### config.mk
export PLATFORM = sky130hd
export DESIGN_NAME = acr_config_bank
export DESIGN_NICKNAME = d
export VERILOG_FILES = /design/src/acr_pkg.sv /design/src/acr_cfg_if.sv /design/src/acr_input_gain_decode.sv /design/src/acr_config_bank.sv
export SDC_FILE = /design/constraint.sdc
export NUM_CORES = 1
export LEC_CHECK = 0
export BUFFER_PORTS_ARGS = -buffer_cell sky130_fd_sc_hd__buf_2
export CAP_MARGIN = 10
export CORE_AREA = 5 5 77 79
export DETAILED_ROUTE_END_ITERATION = 12
export DIE_AREA = 0 0 82 84
export PLACE_DENSITY = 0.82
export SETUP_SLACK_MARGIN = 0.3
export SLEW_MARGIN = 20
export SYNTH_ARGS = -nofsm -noshare
export SYNTH_HDL_FRONTEND = slang
export SYNTH_HIERARCHICAL = 1
export SYNTH_SLANG_ARGS = --single-unit
### constraint.sdc
create_clock -name clk_in -period 2.8 [get_ports clk_in]
set_clock_uncertainty 0.05 [all_clocks]
set_input_delay 0.14 -clock clk_in [delete_from_list [all_inputs] [get_ports clk_in]]
set_output_delay 0.14 -clock clk_in [all_outputs]
set_load 0.01 [all_outputs]
### src/acr_pkg.sv
// Package of constants, types and the register map for the converter configuration bank
package acr_pkg;

    // ----------------------------------------------------------------
    // Register map
    // ----------------------------------------------------------------
    localparam int unsigned ACR_NUM_REGS = 5;
    localparam int unsigned ACR_DATA_W = 8;
    localparam int unsigned ACR_ADDR_W = 3;
    localparam logic [2:0] ACR_ADDR_INPUT_GAIN = 3'h0;
    localparam logic [2:0] ACR_ADDR_RATE_MODE = 3'h1;
    localparam logic [2:0] ACR_ADDR_READY_CHECK = 3'h2;
    localparam logic [2:0] ACR_ADDR_CURRENT_ROUTE = 3'h3;
    localparam logic [2:0] ACR_ADDR_GENERAL_PIN = 3'h4;
    localparam logic [2:0] ACR_ADDR_LAST = 3'h4;
    localparam logic [7:0] ACR_RESET_VALUE = 8'h00;

    // Writable bit masks; zero bits are fixed zero or read-only
    localparam logic [7:0] ACR_WMASK_INPUT_GAIN = 8'hff;
    localparam logic [7:0] ACR_WMASK_RATE_MODE = 8'hff;
    localparam logic [7:0] ACR_WMASK_READY_CHECK = 8'h7f;
    localparam logic [7:0] ACR_WMASK_CURRENT_ROUTE = 8'hfd;
    localparam logic [7:0] ACR_WMASK_GENERAL_PIN = 8'h7f;

    // ----------------------------------------------------------------
    // Field positions
    // ----------------------------------------------------------------
    localparam int unsigned ACR_SEL_HI = 7;
    localparam int unsigned ACR_SEL_LO = 4;
    localparam int unsigned ACR_GAIN_HI = 3;
    localparam int unsigned ACR_GAIN_LO = 1;
    localparam int unsigned ACR_BYPASS_BIT = 0;
    localparam int unsigned ACR_READY_BIT = 7;

    // ----------------------------------------------------------------
    // Selector and gain codes
    // ----------------------------------------------------------------
    localparam logic [3:0] ACR_SEL_DIFF_LAST = 4'h7;
    localparam logic [3:0] ACR_SEL_SE_FIRST = 4'h8;
    localparam logic [3:0] ACR_SEL_SE_LAST = 4'hb;
    localparam logic [3:0] ACR_SEL_REF_MON = 4'hc;
    localparam logic [3:0] ACR_SEL_SUP_MON = 4'hd;
    localparam logic [3:0] ACR_SEL_SHORT = 4'he;
    localparam logic [3:0] ACR_SEL_RESERVED = 4'hf;
    localparam logic [2:0] ACR_GAIN_MAX_BYPASSABLE = 3'h2;

    // Routing class decoded from the input selector
    typedef enum logic [2:0] {
        ACR_ROUTE_DIFF = 3'b000,
        ACR_ROUTE_SINGLE = 3'b001,
        ACR_ROUTE_REF_MON = 3'b010,
        ACR_ROUTE_SUP_MON = 3'b011,
        ACR_ROUTE_SHORT = 3'b100,
        ACR_ROUTE_RESERVED = 3'b101
    } acr_route_t;

endpackage

### src/acr_cfg_if.sv
// Interface carrying register 0 from the bank to its decoder
`timescale 1ns/1ps
interface acr_cfg_if;
    logic [7:0] cfg0;
    logic [2:0] pos_input;
    logic [2:0] neg_input;
    logic neg_is_supply;
    logic [2:0] route;
    logic [7:0] gain_factor;
    logic amp_enable;
    logic cap_gain;
    logic reserved_sel;
    logic host_misuse;

    modport bank (output cfg0, input pos_input, neg_input, neg_is_supply, route, gain_factor,
                  amp_enable, cap_gain, reserved_sel, host_misuse);
    modport dec (input cfg0, output pos_input, neg_input, neg_is_supply, route, gain_factor,
                 amp_enable, cap_gain, reserved_sel, host_misuse);
endinterface

### src/acr_input_gain_decode.sv
// Decoder of input selector, gain code and amplifier bypass
`timescale 1ns/1ps
module acr_input_gain_decode (
    acr_cfg_if.dec cfg
);
    import acr_pkg::*;

    // ----------------------------------------------------------------
    // Field extraction
    // ----------------------------------------------------------------
    wire [3:0] sel_code = cfg.cfg0[ACR_SEL_HI:ACR_SEL_LO];
    wire [2:0] gain_code = cfg.cfg0[ACR_GAIN_HI:ACR_GAIN_LO];
    wire bypass_req = cfg.cfg0[ACR_BYPASS_BIT];
    wire is_diff = (sel_code <= ACR_SEL_DIFF_LAST);
    wire is_single = (sel_code >= ACR_SEL_SE_FIRST) && (sel_code <= ACR_SEL_SE_LAST);
    wire is_monitor = (sel_code == ACR_SEL_REF_MON) || (sel_code == ACR_SEL_SUP_MON);
    wire low_gain = (gain_code <= ACR_GAIN_MAX_BYPASSABLE);

    // Differential pair table: positive and negative input numbers
    function automatic logic [5:0] diff_pair(input logic [2:0] c);
        unique case (c)
            3'h0: diff_pair = {3'h0, 3'h1};
            3'h1: diff_pair = {3'h0, 3'h2};
            3'h2: diff_pair = {3'h0, 3'h3};
            3'h3: diff_pair = {3'h1, 3'h0};
            3'h4: diff_pair = {3'h1, 3'h2};
            3'h5: diff_pair = {3'h1, 3'h3};
            3'h6: diff_pair = {3'h2, 3'h3};
            3'h7: diff_pair = {3'h3, 3'h2};
        endcase
    endfunction

    wire [5:0] pair = diff_pair(sel_code[2:0]);

    // ----------------------------------------------------------------
    // Routing outputs
    // ----------------------------------------------------------------
    // Eight pairs in order, then inputs 0..3 against the negative supply
    assign cfg.pos_input = is_diff ? pair[5:3] : {1'b0, sel_code[1:0]};
    assign cfg.neg_input = is_diff ? pair[2:0] : 3'h0;
    assign cfg.neg_is_supply = is_single;
    assign cfg.route = is_diff ? ACR_ROUTE_DIFF :
                       is_single ? ACR_ROUTE_SINGLE :
                       (sel_code == ACR_SEL_REF_MON) ? ACR_ROUTE_REF_MON :
                       (sel_code == ACR_SEL_SUP_MON) ? ACR_ROUTE_SUP_MON :
                       (sel_code == ACR_SEL_SHORT) ? ACR_ROUTE_SHORT : ACR_ROUTE_RESERVED;
    assign cfg.reserved_sel = (sel_code == ACR_SEL_RESERVED);

    // Gain is two to the code, 1 up to 128
    assign cfg.gain_factor = 8'h01 << gain_code;

    // Amplifier off only when bypass is asked for a low gain, or a monitor is chosen;
    // high gains force it on whatever the bypass bit says
    assign cfg.amp_enable = !is_monitor && !(bypass_req && low_gain);
    // Low gains without the amplifier come from the capacitor stage
    assign cfg.cap_gain = !cfg.amp_enable;
    // Flags host setups that break the single-ended restriction; the device does not fix them
    assign cfg.host_misuse = is_single && !(bypass_req && low_gain);

endmodule

### src/acr_config_bank.sv
// Top of the five-register configuration bank of the delta-sigma converter
//
// What this block does
// Five 8-bit registers at addresses 0 to 4 are read and written by register read and write commands.
// Power-up or any reset loads every register with zero.
// Power-down keeps every register unchanged so it is valid again on wake-up.
// Register 0 holds input selector in bits 7:4, gain code in 3:1 and bypass in bit 0, all read-write.
// Selector codes 0-7 pick the eight pairs, 8-11 inputs 0-3 against negative supply, 14 shorts, 15 reserved.
// Selector 12 monitors a quarter of the reference, 13 a quarter of the supply, both with amplifier bypassed.
// The host must set bypass and use gains 1, 2 or 4 for single-ended inputs against the negative supply.
// Gain code n selects gain two to the n, from 1 up to 128, default code zero.
// With the amplifier bypassed, gains 1, 2 and 4 are still produced by a capacitor stage.
// For gains 8 to 128 the amplifier stays enabled whatever the bypass bit says.
// Bypass bit zero enables the amplifier and one bypasses it, subject to the gain limit.
// Register 2 bit 7 is a read-only ready flag, set by a new result and cleared by a data read.
// Bits that are fixed zero always read zero and ignore writes.
`timescale 1ns/1ps
module acr_config_bank (
    input wire logic clk_in,
    input wire logic reset_n_in,
    input wire logic power_down_in,
    input wire logic reg_write_in,
    input wire logic reg_read_in,
    input wire logic [acr_pkg::ACR_ADDR_W-1:0] reg_addr_in,
    input wire logic [acr_pkg::ACR_DATA_W-1:0] reg_wdata_in,
    input wire logic result_ready_in,
    input wire logic data_read_in,
    output logic [acr_pkg::ACR_DATA_W-1:0] reg_rdata_out,
    output logic reg_rvalid_out,
    output logic reg_addr_err_out,
    output logic [acr_pkg::ACR_DATA_W-1:0] cfg0_out,
    output logic [acr_pkg::ACR_DATA_W-1:0] cfg1_out,
    output logic [acr_pkg::ACR_DATA_W-1:0] cfg2_out,
    output logic [acr_pkg::ACR_DATA_W-1:0] cfg3_out,
    output logic [acr_pkg::ACR_DATA_W-1:0] cfg4_out,
    output logic conversion_ready_flag_out,
    output logic [2:0] positive_input_out,
    output logic [2:0] negative_input_out,
    output logic negative_supply_sel_out,
    output logic [2:0] route_out,
    output logic [7:0] gain_factor_out,
    output logic internal_amplifier_en_out,
    output logic cap_gain_out,
    output logic reserved_sel_out,
    output logic host_misuse_out
);
    import acr_pkg::*;

    // ----------------------------------------------------------------
    // Storage and decode
    // ----------------------------------------------------------------
    logic [ACR_DATA_W-1:0] regs_r [ACR_NUM_REGS];
    logic ready_r;
    logic [ACR_DATA_W-1:0] rdata_r;
    logic rvalid_r;
    logic addr_err_r;

    // Mask of writable bits for one address; used by write and read paths
    function automatic logic [7:0] wmask(input logic [2:0] a);
        unique case (a)
            ACR_ADDR_INPUT_GAIN: wmask = ACR_WMASK_INPUT_GAIN;
            ACR_ADDR_RATE_MODE: wmask = ACR_WMASK_RATE_MODE;
            ACR_ADDR_READY_CHECK: wmask = ACR_WMASK_READY_CHECK;
            ACR_ADDR_CURRENT_ROUTE: wmask = ACR_WMASK_CURRENT_ROUTE;
            ACR_ADDR_GENERAL_PIN: wmask = ACR_WMASK_GENERAL_PIN;
            default: wmask = 8'h00;
        endcase
    endfunction

    wire addr_ok = (reg_addr_in <= ACR_ADDR_LAST);
    wire [7:0] wr_mask = wmask(reg_addr_in);
    // Power-down freezes every write so contents survive to wake-up
    wire wr_go = reg_write_in && addr_ok && !power_down_in;
    wire [7:0] wr_val = reg_wdata_in & wr_mask;

    // Read value: stored bits plus the live ready flag in register 2
    wire [7:0] ready_bits = {ready_r, 7'h00};
    wire [7:0] rd_stored = addr_ok ? (regs_r[reg_addr_in] & wr_mask) : 8'h00;
    wire [7:0] rd_val = (reg_addr_in == ACR_ADDR_READY_CHECK) ? (rd_stored | ready_bits) : rd_stored;

    // ----------------------------------------------------------------
    // Register array
    // ----------------------------------------------------------------
    // One writer per entry, generated; reset loads zero
    genvar gi;
    generate
        for (gi = 0; gi < ACR_NUM_REGS; gi++) begin : g_reg
            always_ff @(posedge clk_in) begin
                if (!reset_n_in) begin
                    regs_r[gi] <= ACR_RESET_VALUE;
                end else if (wr_go && (reg_addr_in == 3'(gi))) begin
                    regs_r[gi] <= wr_val;
                end
            end
        end
    endgenerate

    // ----------------------------------------------------------------
    // Ready flag
    // ----------------------------------------------------------------
    // A new result in the same cycle as a data read wins so no result is missed
    always_ff @(posedge clk_in) begin
        if (!reset_n_in) begin
            ready_r <= 1'b0;
        end else if (result_ready_in) begin
            ready_r <= 1'b1;
        end else if (data_read_in) begin
            ready_r <= 1'b0;
        end
    end

    // ----------------------------------------------------------------
    // Read port
    // ----------------------------------------------------------------
    // Answer one cycle after the read strobe; reads stay allowed in power-down
    always_ff @(posedge clk_in) begin
        if (!reset_n_in) begin
            rdata_r <= 8'h00;
            rvalid_r <= 1'b0;
            addr_err_r <= 1'b0;
        end else begin
            rvalid_r <= reg_read_in;
            addr_err_r <= (reg_read_in || reg_write_in) && !addr_ok;
            if (reg_read_in) begin
                rdata_r <= rd_val;
            end
        end
    end

    // ----------------------------------------------------------------
    // Register 0 decode
    // ----------------------------------------------------------------
    acr_cfg_if cfg_bus ();
    assign cfg_bus.cfg0 = regs_r[ACR_ADDR_INPUT_GAIN];

    acr_input_gain_decode u_decode (
        .cfg(cfg_bus)
    );

    // ----------------------------------------------------------------
    // Outputs
    // ----------------------------------------------------------------
    assign reg_rdata_out = rdata_r;
    assign reg_rvalid_out = rvalid_r;
    assign reg_addr_err_out = addr_err_r;
    assign cfg0_out = regs_r[ACR_ADDR_INPUT_GAIN];
    assign cfg1_out = regs_r[ACR_ADDR_RATE_MODE];
    assign cfg2_out = (regs_r[ACR_ADDR_READY_CHECK] & ACR_WMASK_READY_CHECK) | ready_bits;
    assign cfg3_out = regs_r[ACR_ADDR_CURRENT_ROUTE] & ACR_WMASK_CURRENT_ROUTE;
    assign cfg4_out = regs_r[ACR_ADDR_GENERAL_PIN] & ACR_WMASK_GENERAL_PIN;
    assign conversion_ready_flag_out = ready_r;
    assign positive_input_out = cfg_bus.pos_input;
    assign negative_input_out = cfg_bus.neg_input;
    assign negative_supply_sel_out = cfg_bus.neg_is_supply;
    assign route_out = cfg_bus.route;
    assign gain_factor_out = cfg_bus.gain_factor;
    assign internal_amplifier_en_out = cfg_bus.amp_enable;
    assign cap_gain_out = cfg_bus.cap_gain;
    assign reserved_sel_out = cfg_bus.reserved_sel;
    assign host_misuse_out = cfg_bus.host_misuse;

endmodule

==> flow_summary.json <==
{
  "ys_types": 49,
  "synthXorXnorAreaFrac_pct": 0,
  "areaGrowthSynthToFinish_pct": 14.2,
  "crit_slowest_cell": "edfxtp_1",
  "required_ns": 2.61,
  "p_leak_nw": 1.32,
  "grt_usage_pct": 19.9,
  "insertion_delay_ns": 0.30,
  "dp_slack_ns": 1.16,
  "setup_tns_ns": 0,
  "first_global_vias": 1894,
  "synth_top_area_share_pct": 41.7,
  "hold_viol": 0,
  "fin_crit_sh_pct": 66.1,
  "status": "completed",
  "synth_top_family_by_area": "simple AND/OR/NAND/NOR gates",
  "viasPerCell": 5.41,
  "synthSimpleGateAreaFrac_pct": 21.4,
  "crit_chain": "inv_1 > ha_1 > o211a_1 > a21o_1 > buf_2",
  "antenna_cells": 0,
  "final_max_slew_viol_count": 0,
  "cp_top_family": "flip-flops",
  "hp-class": "in2reg",
  "synth_area_per_cell_um2": 10.6,
  "drc": 0,
  "synth_warnings": 6,
  "rsz0062_at_grt": "no",
  "numCtsBuffers": 5,
  "synth_top_cell_by_area": "edfxtp_1",
  "synth.area.top_cells": "edfxtp_1 (42%), dfxtp_1 (8.3%), buf_4 (7.6%)",
  "ant_nets": 0,
  "antenna_found_initial": 0,
  "dp_hpwl_um": 5060,
  "synth-compound-area-share_pct": 11.1,
  "end_kind": "output pin",
  "cts_setup_buffers": 0,
  "reg2regPathDepth": 2,
  "crit_fanout": 7,
  "io_buffers": 86,
  "drtPass1Iterations": 4,
  "wl_per_cell_um": 17.6,
  "critPathArrivalTime_ns": 1.66,
  "maxCapViolations": 0,
  "crit_buf_inv": 2,
  "die_height_um": 84,
  "ys_seq_area_share_pct": 50.0,
  "core_area_um2": 5270,
  "power_density_nw_per_um2": 552,
  "ys_ff_latch": 48,
  "htreeDepth": 2,
  "syn-cell-area_um2": 2660,
  "cts.clk_slew.worst_paths_ns": 0.08,
  "synth_mux_area_share_pct": 3.81,
  "fin_crit_ns": 1.85,
  "clk_path_buf_depth": 2,
  "die-area_um2": 6890,
  "crit_type": "reg2out",
  "drt-initial-drc-count": 256,
  "cts_num_sinks": 48,
  "grt_max_degree": 23,
  "setup_ws_ns": 0.950,
  "final_layout_size_suffix_gt1_share_pct": 34.4,
  "wl_um": 6720,
  "worst_pin_slew_ns": 0.548,
  "start_util_pct": 50.5,
  "slowest_delay_ns": 0.49,
  "relSlewSlack_pct": 63.2,
  "ir_worst_vdd_mv": 0.387,
  "cts_tree": "built",
  "setup_viol": 0,
  "ys.flop_type": "edfxtp_1",
  "die_w_um": 82,
  "synth_edf_count": 37,
  "async_flop_share_pct": 0,
  "synthCells": 252,
  "grt_pass1_wl_um": 10200,
  "max_freq_mhz": 541,
  "root_buffer": "clkbuf_8",
  "synth_adder_area_share_pct": 1.88,
  "num_rows": 27,
  "overflow": 0,
  "io-pin-count": 91,
  "path_depth": 5,
  "layout.nets": 333,
  "routed-via-count": 2073,
  "gp_congestion": 0.966,
  "hold_path_depth": 3,
  "start_kind": "register"
}
through the flow:
stage | std cells | hold slack, ns | total power, mW | util, % | instance area (um2)
after floorplan | 254 | 0.214 | 1.04 | - | 2670
after global placement | 375 | 0.304 | 1.11 | 55.1 | 2900
after detailed placement | 375 | 0.306 | 1.11 | 55.1 | 2900
after CTS | 383 | 0.0891 | 1.68 | 57.7 | 3040
after global routing | 383 | 0.0961 | 1.75 | 57.7 | 3040
final | 383 | 0.0906 | 1.68 | 57.7 | 3040
worst reg2reg max path, delay by kind of cell, from the launching register on:
| kind | cells | cell delay (ns) |
|---|---|---|
| flops | 1 | 0.55 |
| mux | 1 | 0.55 |
| compound gates | 1 | 0.24 |
Yosys cell counts (all sizes together), types with 2 or more instances:
master,n
a21oi,9
a22oi,2
a32o,6
a32oi,4
and2b,2
and3,3
and3b,3
buf,34
clkbuf,3
conb,2
dfxtp,11
edfxtp,37
ha,4
inv,5
mux2i,6
nand2,28
nand3,5
nor2,49
nor2b,8
nor3,2
nor3b,5
o21ai,8
o22ai,3
registers in the layout, indices dropped and copies added (netlist names):
signal	cells
conversion_ready_flag_out	1
reg_rdata_out	8
reg_rvalid_out	1
regs_r	37
reg_addr_err_out	1
layout make-up:
type                            instances  area [um2]
Timing Repair Buffer                   87         440
Clock inverter                          2        60.1
Fill cell                             468        2230
Tap cell                               72        90.1
Clock buffer                            5        68.8
Sequential cell                        48        1330
Inverter                                5        18.8
Multi-Input combinational cell        164        1030
cell families (layout without fill, tap and decap cells):
kind of cell | count (synthesis) | count (layout)
mux | 8 | 8
other cells | 2 | 4
buf+inv | 42 | 99
flops | 48 | 48
fa+ha+maj | 4 | 4
compound gates | 40 | 40
simple gates | 108 | 108
cells in the final DEF, fill, tap and decap left out, types with 2 or more instances in the layout:
master and count:
and3b_1 3, mux2i_1 6, nand3_4 3, ha_1 4
bufinv_16 2, a32o_1 6, a32oi_1 4, buf_2 86
conb_1 4, a21oi_1 8, clkbuf_8 5, nor2_1 46
o21ai_0 6, nor3_1 2, nand3_1 2, inv_1 5
edfxtp_1 37, dfxtp_1 11, o22ai_1 3, nor2b_1 8
nand2_1 28, a22oi_1 2, and2b_4 2, nor2_4 2
and3_1 2, nor3b_1 3
final timing paths:
| check | startpoint | endpoint | slack, ns |
|---|---|---|---|
| hold reg to reg | reg_rdata_out[1]$_SDFFE_PN0P_ | reg_rdata_out[1]$_SDFFE_PN0P_ | 0.46 |
| setup / recovery | regs_r[0][4]$_SDFFCE_PN0P_ | cap_gain_out | 0.95 |
| hold / removal | data_read_in | conversion_ready_flag_out$_SDFFE_PN0P_ | 0.09 |
| setup reg to reg | regs_r[0][7]$_SDFFCE_PN0P_ | reg_rdata_out[7]$_SDFFE_PN0P_ | 1.31 |
what timing repair did:
item                       CTS  global route
hold buffers                 1             0
gates resized for setup      0             0
setup endpoints to repair    0             0
hold endpoints to repair     1             0
power breakdown:
part | switching (mW) | internal [mW]
logic | 0.154 | 0.0984
registers | 0.0405 | 0.809
clock network | 0.227 | 0.351
total | 0.421 | 1.26
routing by layer:
layer | up-vias | wire length (um) | part of all wire [%] | GRT usage (%)
met5 | - | 0 | 0 | 0
met4 | 0 | 128 | 1.9 | 7.70
met3 | 12 | 709 | 11 | 5.18
met2 | 107 | 3220 | 48 | 30.6
met1 | 983 | 2670 | 40 | 26.7
li1 | 971 | - | - | -
No activity file was read; power rests on OpenSTA's default activity.
